==> src/include/charge_defs.svh <==
// constant offsets, field positions, reset values and timing counts of the charge indicator
`ifndef CHARGE_DEFS_SVH
`define CHARGE_DEFS_SVH

// ----------------------------------------------------------------
// register byte offsets
// ----------------------------------------------------------------
`define OFS_NOMINAL      6'h00
`define OFS_UV_RAW       6'h04
`define OFS_RESET_CELL   6'h08
`define OFS_FULL_CELL    6'h0C
`define OFS_EMPTY_CELL   6'h10
`define OFS_DRAIN_TIME   6'h14
`define OFS_CEILING      6'h18
`define OFS_STATUS       6'h1C
`define OFS_UV_LEVEL     6'h20
`define OFS_SOC_LEVEL    6'h24

// ----------------------------------------------------------------
// status register field positions
// ----------------------------------------------------------------
`define ST_PCT_LSB       0
`define ST_STATE_LSB     8
`define ST_BELOW_BIT     16
`define ST_CUTBACK_BIT   17

// ----------------------------------------------------------------
// reset values and setting limits
// ----------------------------------------------------------------
`define RST_NOMINAL_V    8'h18
`define RST_UV_RAW       8'h80
`define RST_RESET_CELL   12'h82A
`define RST_FULL_CELL    12'h7F8
`define RST_EMPTY_CELL   12'h6C2
`define RST_DRAIN_TIME   10'h01E
`define RST_CEILING      7'h5A
`define UV_RAW_MIN       8'h80
`define UV_RAW_MAX       8'hCC
`define CELL_MV_MIN      12'h384
`define CELL_MV_MAX      12'hBB8
`define DRAIN_MAX        10'h258
`define PCT_FULL         7'h64
`define MV_PER_VOLT      10'h3E8
`define CELLS_SHIFT      1
`define MIN_VOLT_MV      20'h041A0

// ----------------------------------------------------------------
// timing
// ----------------------------------------------------------------
`define CLK_PERIOD_NS    10
`define MS_TIME_NS       1000000
`define MS_PER_MIN       60000
`define DRAIN_DIVISOR    100

`endif

==> src/include/charge_pkg.sv <==
// types shared by the charge indicator modules
package charge_pkg;

	// ----------------------------------------------------------------
	// voltages are carried in millivolts
	// ----------------------------------------------------------------
	localparam int VOLT_W = 20;
	typedef logic [VOLT_W-1:0] volt_t;

	// software settings
	typedef struct packed {
		logic [7:0]  nominal_v;       // nominal pack voltage in volts
		logic [7:0]  uv_raw;          // undervoltage fraction, n/256 of nominal
		logic [11:0] reset_cell_voltage;
		logic [11:0] full_cell_voltage;
		logic [11:0] empty_cell_voltage;
		logic [9:0]  drain_time_setting; // minutes
		logic [6:0]  restore_percent_ceiling;
	} cfg_t;

	// derived pack levels
	typedef struct packed {
		logic [6:0] cells;
		volt_t      reset_lvl;
		volt_t      full_lvl;
		volt_t      empty_lvl;
		volt_t      soc_lvl;
		volt_t      uv_lvl;
	} levels_t;

	// nonvolatile write strobe with its data
	typedef struct packed {
		logic       wr;
		logic [6:0] percent;
	} nv_wr_t;

	// session sequencing
	typedef enum logic [3:0] {
		ST_OFF   = 4'h1,
		ST_LOAD  = 4'h2,
		ST_CHECK = 4'h4,
		ST_RUN   = 4'h8
	} session_t;

endpackage : charge_pkg

==> src/design/charge_level_calc.sv <==
// pack level arithmetic: cell count, reset/full/empty/charge levels and undervoltage threshold
`timescale 1ns/1ns
`default_nettype none
`include "charge_defs.svh"

module charge_level_calc (
	input  wire logic              core_clk,
	input  wire logic              rst,
	input  wire charge_pkg::cfg_t  cfg,
	input  wire logic [6:0]        charge_percent,
	output var  charge_pkg::levels_t levels
);
	import charge_pkg::*;

	// ----------------------------------------------------------------
	// combinational math, registered once
	// ----------------------------------------------------------------
	levels_t     nxt_levels;       // next derived levels
	levels_t     levels_ff;        // registered levels
	logic [17:0] nominal_mv;       // nominal voltage in mv
	logic [25:0] uv_prod;          // nominal mv times fraction
	volt_t       uv_frac;          // user threshold before floor
	volt_t       span;             // full minus empty, never negative
	logic [26:0] span_prod;        // span times percent

	// one cycle of latency keeps the multipliers off the state path
	always_comb begin
		nxt_levels           = levels_ff;
		nxt_levels.cells     = 7'(cfg.nominal_v >> `CELLS_SHIFT);
		nxt_levels.reset_lvl = VOLT_W'(cfg.reset_cell_voltage * nxt_levels.cells);
		nxt_levels.full_lvl  = VOLT_W'(cfg.full_cell_voltage * nxt_levels.cells);
		nxt_levels.empty_lvl = VOLT_W'(cfg.empty_cell_voltage * nxt_levels.cells);
		nominal_mv           = 18'(cfg.nominal_v * `MV_PER_VOLT);
		uv_prod              = 26'(nominal_mv * cfg.uv_raw);
		uv_frac              = VOLT_W'(uv_prod >> 8);
		// the floor keeps the threshold at or above the power stage minimum
		nxt_levels.uv_lvl    = (uv_frac > `MIN_VOLT_MV) ? uv_frac : `MIN_VOLT_MV;
		// a misconfigured full below empty collapses to a flat level
		span                 = (nxt_levels.full_lvl > nxt_levels.empty_lvl) ?
		                       VOLT_W'(nxt_levels.full_lvl - nxt_levels.empty_lvl) : '0;
		span_prod            = 27'(span * charge_percent);
		nxt_levels.soc_lvl   = VOLT_W'(nxt_levels.empty_lvl + VOLT_W'(span_prod / `PCT_FULL));
	end

	// register stage
	always_ff @(posedge core_clk) begin
		if (rst) begin
			levels_ff <= '{cells: 7'h00, reset_lvl: '0, full_lvl: '0, empty_lvl: '0,
			               soc_lvl: '0, uv_lvl: `MIN_VOLT_MV};
		end else begin
			levels_ff <= nxt_levels;
		end
	end

	assign levels = levels_ff;
endmodule : charge_level_calc
`default_nettype wire

==> src/design/charge_indicator.sv <==
// battery charge indicator: settings registers, session sequencing and discharge integration
`timescale 1ns/1ns
`default_nettype none
`include "charge_defs.svh"

module charge_indicator #(
	parameter int MS_CYCLES = `MS_TIME_NS / `CLK_PERIOD_NS   // core clocks per millisecond
) (
	input  wire logic                  core_clk,
	input  wire logic                  rst,
	input  wire logic [5:0]            avs_address,
	input  wire logic                  avs_read,
	input  wire logic                  avs_write,
	input  wire logic [31:0]           avs_writedata,
	output var  logic [31:0]           avs_readdata,
	output var  logic                  avs_waitrequest,
	input  wire logic                  key_switch_input,
	input  wire charge_pkg::volt_t     key_voltage,
	input  wire logic [6:0]            nv_stored_percent,
	output var  charge_pkg::nv_wr_t    nv_write,
	output var  logic [6:0]            charge_percent,
	output var  logic                  drive_cutback
);
	import charge_pkg::*;

	localparam int          MS_W        = $clog2(MS_CYCLES + 1);
	localparam int          BELOW_W     = 20;
	localparam logic [9:0]  MS_PER_UNIT = 10'(`MS_PER_MIN / `DRAIN_DIVISOR);

	// ----------------------------------------------------------------
	// avalon slave: one wait cycle, then the answer
	// ----------------------------------------------------------------
	logic        ack_ff;          // high in the cycle the request completes
	logic        nxt_ack;
	logic [31:0] rdata_ff;        // read data captured in the wait cycle
	logic [31:0] nxt_rdata;
	cfg_t        cfg_ff;          // software settings
	cfg_t        nxt_cfg;
	levels_t     levels;          // derived levels
	session_t    state_ff;        // session sequencing
	session_t    nxt_state;
	logic [6:0]  charge_ff;       // charge percent
	logic [6:0]  nxt_charge;
	logic        below_now;       // filtered voltage under charge level

	// clamp a 12-bit value into a range
	function automatic logic [11:0] clamp12(input logic [11:0] v, input logic [11:0] lo, input logic [11:0] hi);
		clamp12 = (v < lo) ? lo : ((v > hi) ? hi : v);
	endfunction : clamp12

	// ack, read mux and setting writes
	always_comb begin
		nxt_ack   = (avs_read | avs_write) & ~ack_ff;
		nxt_rdata = rdata_ff;
		nxt_cfg   = cfg_ff;
		if (avs_read && !ack_ff) begin
			case (avs_address)
				`OFS_NOMINAL:    nxt_rdata = {24'h000000, cfg_ff.nominal_v};
				`OFS_UV_RAW:     nxt_rdata = {24'h000000, cfg_ff.uv_raw};
				`OFS_RESET_CELL: nxt_rdata = {20'h00000, cfg_ff.reset_cell_voltage};
				`OFS_FULL_CELL:  nxt_rdata = {20'h00000, cfg_ff.full_cell_voltage};
				`OFS_EMPTY_CELL: nxt_rdata = {20'h00000, cfg_ff.empty_cell_voltage};
				`OFS_DRAIN_TIME: nxt_rdata = {22'h000000, cfg_ff.drain_time_setting};
				`OFS_CEILING:    nxt_rdata = {25'h0000000, cfg_ff.restore_percent_ceiling};
				`OFS_STATUS: begin
					nxt_rdata                                  = 32'h00000000;
					nxt_rdata[`ST_PCT_LSB +: 7]                = charge_ff;
					nxt_rdata[`ST_STATE_LSB +: 4]              = state_ff;
					nxt_rdata[`ST_BELOW_BIT]                   = below_now;
					nxt_rdata[`ST_CUTBACK_BIT]                 = drive_cutback;
				end
				`OFS_UV_LEVEL:   nxt_rdata = {12'h000, levels.uv_lvl};
				`OFS_SOC_LEVEL:  nxt_rdata = {12'h000, levels.soc_lvl};
				default:         nxt_rdata = 32'h00000000;  // unmapped reads as zero
			endcase
		end
		// writes land on the completing edge; out-of-range settings are clamped
		if (avs_write && ack_ff) begin
			case (avs_address)
				`OFS_NOMINAL:    nxt_cfg.nominal_v = avs_writedata[7:0];
				`OFS_UV_RAW:     nxt_cfg.uv_raw = 8'(clamp12({4'h0, avs_writedata[7:0]},
				                                  {4'h0, `UV_RAW_MIN}, {4'h0, `UV_RAW_MAX}));
				`OFS_RESET_CELL: nxt_cfg.reset_cell_voltage = clamp12(avs_writedata[11:0], `CELL_MV_MIN, `CELL_MV_MAX);
				`OFS_FULL_CELL:  nxt_cfg.full_cell_voltage  = clamp12(avs_writedata[11:0], `CELL_MV_MIN, `CELL_MV_MAX);
				`OFS_EMPTY_CELL: nxt_cfg.empty_cell_voltage = clamp12(avs_writedata[11:0], `CELL_MV_MIN, `CELL_MV_MAX);
				`OFS_DRAIN_TIME: nxt_cfg.drain_time_setting = 10'(clamp12({2'h0, avs_writedata[9:0]},
				                                              12'h000, {2'h0, `DRAIN_MAX}));
				`OFS_CEILING:    nxt_cfg.restore_percent_ceiling = 7'(clamp12({5'h00, avs_writedata[6:0]},
				                                                   12'h000, {5'h00, `PCT_FULL}));
				default:         nxt_cfg = cfg_ff;          // read-only or unmapped: ignored
			endcase
		end
	end

	// bus registers
	always_ff @(posedge core_clk) begin
		if (rst) begin
			ack_ff   <= 1'b0;
			rdata_ff <= 32'h00000000;
			cfg_ff   <= '{nominal_v: `RST_NOMINAL_V, uv_raw: `RST_UV_RAW,
			              reset_cell_voltage: `RST_RESET_CELL, full_cell_voltage: `RST_FULL_CELL,
			              empty_cell_voltage: `RST_EMPTY_CELL, drain_time_setting: `RST_DRAIN_TIME,
			              restore_percent_ceiling: `RST_CEILING};
		end else begin
			ack_ff   <= nxt_ack;
			rdata_ff <= nxt_rdata;
			cfg_ff   <= nxt_cfg;
		end
	end

	assign avs_waitrequest = (avs_read | avs_write) & ~ack_ff;
	assign avs_readdata    = rdata_ff;

	// ----------------------------------------------------------------
	// level arithmetic
	// ----------------------------------------------------------------
	charge_level_calc u_calc (
		.core_clk       (core_clk),
		.rst            (rst),
		.cfg            (cfg_ff),
		.charge_percent (charge_ff),
		.levels         (levels)
	);

	// ----------------------------------------------------------------
	// millisecond tick and below-level integrator
	// ----------------------------------------------------------------
	logic [MS_W-1:0]    ms_cnt_ff;     // prescaler
	logic [MS_W-1:0]    nxt_ms_cnt;
	logic               ms_tick;       // one cycle per millisecond
	logic [BELOW_W-1:0] below_ms_ff;   // accumulated ms under the level
	logic [BELOW_W-1:0] nxt_below_ms;
	logic [BELOW_W-1:0] limit_ms;      // drain time / 100, in ms
	logic               over_limit;

	assign below_now  = key_voltage < levels.soc_lvl;
	assign limit_ms   = BELOW_W'(cfg_ff.drain_time_setting * MS_PER_UNIT);
	assign over_limit = below_ms_ff > limit_ms;
	assign ms_tick    = ms_cnt_ff == MS_W'(MS_CYCLES - 1);

	// ----------------------------------------------------------------
	// session sequencing and percentage
	// ----------------------------------------------------------------
	logic   nxt_cutback;
	logic   cutback_ff;
	nv_wr_t nxt_nv;
	nv_wr_t nv_ff;

	// the reset comparison lives only in the check state, entered once per power-on
	always_comb begin
		nxt_state    = state_ff;
		nxt_charge   = charge_ff;
		nxt_nv       = '{wr: 1'b0, percent: nv_ff.percent};
		nxt_ms_cnt   = ms_tick ? '0 : MS_W'(ms_cnt_ff + 1'b1);
		nxt_below_ms = below_ms_ff;
		nxt_cutback  = key_voltage < levels.uv_lvl;
		case (state_ff)
			ST_OFF: begin
				// keyswitch off: percentage frozen, integrator idle
				nxt_ms_cnt = '0;
				if (key_switch_input) begin
					nxt_state = ST_LOAD;
				end
			end
			ST_LOAD: begin
				// pick up the stored value; a corrupt value above full saturates
				nxt_charge = (nv_stored_percent > `PCT_FULL) ? `PCT_FULL : nv_stored_percent;
				nxt_state  = ST_CHECK;
			end
			ST_CHECK: begin
				if (key_voltage > levels.reset_lvl && charge_ff < cfg_ff.restore_percent_ceiling) begin
					nxt_charge = `PCT_FULL;
				end
				nxt_below_ms = '0;
				nxt_state    = ST_RUN;
			end
			ST_RUN: begin
				if (!key_switch_input) begin
					// keyswitch released: commit the percentage to storage
					nxt_nv    = '{wr: 1'b1, percent: charge_ff};
					nxt_state = ST_OFF;
				end else if (ms_tick) begin
					if (over_limit) begin
						// step down, never past zero, and restart the integration
						nxt_charge   = (charge_ff != 7'h00) ? 7'(charge_ff - 1'b1) : 7'h00;
						nxt_below_ms = '0;
					end else if (below_now && below_ms_ff != '1) begin
						nxt_below_ms = BELOW_W'(below_ms_ff + 1'b1);
					end
				end
			end
			default: begin
				nxt_state = ST_OFF;
			end
		endcase
	end

	// session registers
	always_ff @(posedge core_clk) begin
		if (rst) begin
			state_ff    <= ST_OFF;
			charge_ff   <= 7'h00;
			nv_ff       <= '{wr: 1'b0, percent: 7'h00};
			ms_cnt_ff   <= '0;
			below_ms_ff <= '0;
			cutback_ff  <= 1'b0;
		end else begin
			state_ff    <= nxt_state;
			charge_ff   <= nxt_charge;
			nv_ff       <= nxt_nv;
			ms_cnt_ff   <= nxt_ms_cnt;
			below_ms_ff <= nxt_below_ms;
			cutback_ff  <= nxt_cutback;
		end
	end

	assign nv_write       = nv_ff;
	assign charge_percent = charge_ff;
	assign drive_cutback  = cutback_ff;
endmodule : charge_indicator
`default_nettype wire

==> config.mk <==
export PLATFORM = sky130hd
export DESIGN_NAME = charge_indicator
export DESIGN_NICKNAME = d
export VERILOG_FILES = /design/src/include/charge_pkg.sv /design/src/design/charge_level_calc.sv /design/src/design/charge_indicator.sv
export VERILOG_INCLUDE_DIRS = /design/src /design/src/include
export SDC_FILE = /design/constraint.sdc
export NUM_CORES = 2
export LEC_CHECK = 0
export BUFFER_PORTS_ARGS = -buffer_cell sky130_fd_sc_hd__clkbuf_2
export CAP_MARGIN = 40
export CORE_MARGIN = 2
export CORE_UTILIZATION = 60
export CTS_BUF_LIST = sky130_fd_sc_hd__clkbuf_4 sky130_fd_sc_hd__clkbuf_8
export DETAILED_ROUTE_END_ITERATION = 6
export PLACE_DENSITY = 0.92
export SETUP_SLACK_MARGIN = 0.15
export SYNTH_ARGS = -nofsm -noshare
export SYNTH_HDL_FRONTEND = slang
export SYNTH_SLANG_ARGS = --single-unit
==> constraint.sdc <==
create_clock -name core_clk -period 25.8 [get_ports core_clk]
set_clock_uncertainty 0.2 [all_clocks]
set_input_delay 6.45 -clock core_clk [delete_from_list [all_inputs] [get_ports core_clk]]
set_output_delay 6.45 -clock core_clk [all_outputs]
set_load 0.03 [all_outputs]
==> out/summary.txt, run 1 <==
Top-area cell type share of the netlist area - 0.2034
Dpl hpwl - 85820 um
Total GRT Usage - 0.7263
Synth Register Bits - 204
Pin count of the biggest net entering global routing - 71
Kind of the worst endpoint - register data pin
Distinct cells, synth - 127
Htree depth - 2
Outcome - did not finish
Root Buffer - clkbuf_8
Error msg - [ERROR GRT-0232] Routing congestion too high. Check the congestion heatmap in the GUI.
Die W - 242.9 um
Total gr overflow - 23
GP Congestion - 1.028
Mapped Cells - 4137
Hold buffer count at cts - 0
Initial Util - 0.6073
Post-synth EDFFs - 0
Exit stage - global routing (5_1_grt)
Num CTS Buffers - 35
Avg Cell Area, Syn - 8.278 um2
Worst_ep grt - u_calc.levels[38]$_SDFF_PP0_/D
Synth area leader - fa_1
Sink Count - 204
Async SR Flop Fraction - 0
Seq/Total Area, Yosys - 0.1193
Ports - 119
Ys flop type - dfxtp_1
Std cell rows - 87
Clock buffer depth - 3
Height of the die - 242.9 um
Syn. warnings - 0
Netlist area before placement - 34240 um2
I/O Buffers - 86
Ranking of synthesized cells by area - fa_1, ha_1, dfxtp_1, inv_1, nand2_1
## logic make-up after synthesis
| kind of cell | Yosys count | synth area share |
|---|---|---|
| fa+ha+maj | 751 | 0.3502 |
| flops | 204 | 0.1193 |
| xor+xnor | 215 | 0.05587 |
| simple gates | 1326 | 0.1947 |
| buf+inv | 735 | 0.08338 |
| other cells | 1 | 0.0001095 |
| mux | 57 | 0.02229 |
| compound gates | 848 | 0.1742 |
## layer usage
layer	track usage	GRT overflow
met5	0.5662	0
met4	0.6772	6
met3	0.6768	11
met2	0.8315	5
met1	0.7025	1
## cells in the mapped netlist, types with 22 or more instances
cell      instances
o21bai_1         61
nor2_1          266
nor3_1           67
xor2_1           78
ha_1            393
o21ai_0          98
o21a_1           32
a21oi_1         262
a211o_1          27
nand3_1          70
nand2b_1         44
mux2i_1          31
a211oi_1         31
inv_1           548
a21o_1           69
fa_1            348
a31oi_1          28
o211ai_1         22
and2_1          211
and3_1          118
dfxtp_1         204
clkbuf_1        141
nor2b_1          45
nand4_1          29
a22oi_1          25
xnor2_1         133
nand2_1         372
## stage by stage
stage	setup slack [ps]	instance area, um2	instances
2_1_floorplan	167.6	34420	4148
3_3_place_gp	-922.2	39240	5363
3_5_place_dp	-1681	39320	5370
4_1_cts	-11.25	42340	5539
## what timing repair did
item / 4_1_cts
setup endpoints to repair: 12
endpoints found under the hold margin: 0
gates cloned: 5
setup buffers: 104
resized for setup: 311
pin swaps: 237
==> inputs of run 2 (changes only) <==
CORE_UTILIZATION = 40   (was 60)
CTS_BUF_LIST = not set   (was sky130_fd_sc_hd__clkbuf_4 sky130_fd_sc_hd__clkbuf_8)
PLACE_DENSITY = not set   (was 0.92)
PLACE_DENSITY_LB_ADDON = 0.15   (was not set)
SETUP_SLACK_MARGIN = not set   (was 0.15)
clock period = 33.5 ns   (was 25.8 ns; I/O delays follow)
==> run 2 against run 1 <==
The run now ends clean. Area after synthesis did not move. Synthesized cell count unchanged.
==> out/summary.txt, run 2 <==
Outcome - finished, final reports clean
First-pass DRT Iterations - 7
Sw Pwr - 1.500 mW
Worst endpoint required time - 33720 ps
Synth cell count leaders - inv_1, ha_1, nand2_1
Commonest non-fill, non-tap cell in the layout - inv_1
Distinct cells, synth - 127 (unchanged)
Number of DRC markers in iteration 0 - 1645
Pwr Density - 78.05 nW/um2
Critical path type - flip-flop to flip-flop
Synth area leader - fa_1
Hold Crit Depth - 2
Crit path launch type - flip-flop
Antenna-violating nets left - 0
Async SR Flop Fraction - 0 (unchanged)
Hold Path Class - flip-flop to flip-flop
Largest stage delay on the critical path - 720 ps
Std-Cell Core Area - 85010 um2
Most used cell, CP - a21oi_1
Ports - 119 (unchanged)
Mapped Cells - 4137 (unchanged)
CP Capture Type - flip-flop
Post-synth EDFFs - 0 (unchanged)
Inst Count DP - 5232 (-2.6%)
Hold buffer count at cts - 0 (unchanged)
CP arrival - 31040 ps
Synth Area in Compound Gates - 0.1742 (unchanged)
Tightest Pin Transition - 947.1 ps
Seq/Total Area, Yosys - 0.1193 (unchanged)
GP Congestion - 0.8853 (-14%)
First-pass GRT wire length - 155400 um
Vias in the first global route - 28230
# Post-CTS Setup Buffers - 0 (-100%)
Remaining DRCs - 0
Post-synthesis mux area share - 0.02229 (unchanged)
Initial antenna violation count - 2
Htree depth - 1 (-1)
Final core utilization - 0.4302
Largest family of logic cells by synthesized area - adder cells
Xor/xnor share of the synthesized area - 0.05587 (unchanged)
Largest Register - cfg_ff
Synth-to-Final Area Change - 6.811%
RSZ-0062 raised after global routing - false
Die area - 87970 um2
Fin crit share - 0.9201
Final Hold Fails - 0
Total GRT Usage - 0.2208
Min cycle time layout - 30820 ps
Pleak - 17.60 nW
Ys flop type - dfxtp_1
Most numerous cell in the Yosys netlist - inv_1
Setup_tns - 0 ps
Part of the power in registers - 0.095
Logic pwr share - 0.809
Filler cells - 8733
Max IR drop VDD - 0.2975 mV
Vias - 28650
Height of the die - 296.6 um (+22%)
DRT Wirelength - 96380 um
Netlist area before placement - 34240 um2 (unchanged)
Internal power - 1.355 mW
Layout cells sized above 1 - 0.06923
Ranking of synthesized cells by area - fa_1, ha_1, dfxtp_1, inv_1, nand2_1
Max FFs per register - 69
Std cell rows - 107 (+23%)
Crit-path max FO - 50
Worst-path clk slew - 60 ps
Pin count of the biggest net entering global routing - 71
Fmax - 32.44 MHz
I/O Buffers - 86 (unchanged)
Vias per cell - 5.429
Num CTS Buffers - 25 (-29%)
Initial Util - 0.4028 (-0.2045)
Sink Count - 204 (unchanged)
Switching part of the total - 0.5255
Adder-Cell Fraction of Synth Area - 0.3502 (unchanged)
Root Buffer - clkbuf_16
Number of setup violations in the final report - 0
Avg Cell Area, Syn - 8.278 um2 (unchanged)
Clock buffer depth - 3 (unchanged)
Slew HR - 0.3637
CP max stage cell - dfxtp_1
Post-route insts no fill - 5277
Total gr overflow - 0
Max-cap violations - 0
Max-slew violation count - 0
Clock power frac - 0.096
Fin nets - 4927
Worst-Skew Late Latency - 570 ps
Dpl hpwl - 76660 um (-11%)
TritonCTS clock tree - built
Post-DR wirelength/cell - 18.26 um
Synth Area in Simple Gates - 0.1947 (unchanged)
Die W - 296.6 um (+22%)
Most frequent cells in the layout - inv_1, ha_1, nand2_1
Hold_ws - 275.5 ps
Top-area cell type share of the netlist area - 0.2034 (unchanged)
Depth of the worst register-to-register path - 114
Syn. warnings - 0 (unchanged)
Synth Register Bits - 204 (unchanged)
==> run 2: routing by layer <==
| metal | track usage | vias up | share of wire |
|---|---|---|---|
| li1 | - | 13940 | - |
| met1 | 0.3081 | 14000 | 0.48 |
| met2 | 0.3729 | 604 | 0.46 |
| met3 | 0.01442 | 103 | 0.038 |
| met4 | 0.05174 | 4 | 0.022 |
| met5 | 0 | - | 0.00026 |
==> run 2: timing repair <==
item	in CTS	in global routing
setup endpoints to repair	0	2
resized for setup	0	4
endpoints found under the hold margin	0	0
==> run 2: critical path: cells and delay by family (launching register included) <==
family,cells,cell delay (ps)
compound gates,56,14240
flops,1,720
simple gates,26,5910
fa+ha+maj,15,6450
buf+inv,10,1510
mux,3,800
xor+xnor,4,760
==> run 2: logic make-up after synthesis <==
kind of cell | Yosys count
other | 1
adders and majority gates | 751
muxes | 57
and+or+nand+nor | 1326
DFF | 204
xor gates and xnor gates | 215
AOI/OAI and AO/OA | 848
buffers and inverters | 735
==> run 2: stage by stage <==
| step | area [um2] | worst slack, ps | power (mW) |
|---|---|---|---|
| detailed placement | 35720 | 2503 | 2.576 |
| CTS | 36540 | 2376 | 2.865 |
| floorplan | 34290 | 7269 | 2.077 |
| global route | 36570 | 96.08 | 3.142 |
| global placement | 35610 | 2316 | 2.583 |
| finish | 36580 | 2677 | 2.855 |
==> run 2: final timing paths <==
| check | from | slack (ps) | end |
|---|---|---|---|
| max | cfg_ff[66]$_SDFFE_PP0P_ | 2680 | u_calc.levels[38]$_SDFF_PP0_ |
| max reg2reg | cfg_ff[66]$_SDFFE_PP0P_ | 2680 | u_calc.levels[38]$_SDFF_PP0_ |
| min | nv_write[4]$_SDFFE_PP0P_ | 280 | nv_write[4]$_SDFFE_PP0P_ |
| min reg2reg | nv_write[4]$_SDFFE_PP0P_ | 280 | nv_write[4]$_SDFFE_PP0P_ |
==> run 2: cell type report <==
type                    instances  area (um2)  area share
well taps                    1144        1431     0.03913
clock buffers                  31       698.2     0.01909
repair buffers                126       770.7     0.02107
flip-flops and latches        204        4085      0.1117
diodes                          2       5.005   0.0001368
inverters                     549        2063     0.05641
multi-input cells            3210       27400      0.7492
clock inverters                11       120.1    0.003284
==> run 2: power by group through the flow <==
stage	clock network, mW	logic [mW]	registers, mW
3_5_place_dp	0	2.30	0.276
5_1_grt	0.287	2.58	0.270
4_1_cts	0.279	2.32	0.271
2_1_floorplan	0	1.81	0.268
3_3_place_gp	0	2.31	0.276
6_report	0.274	2.31	0.271
Note: power is estimated with default switching activity, not from simulation.
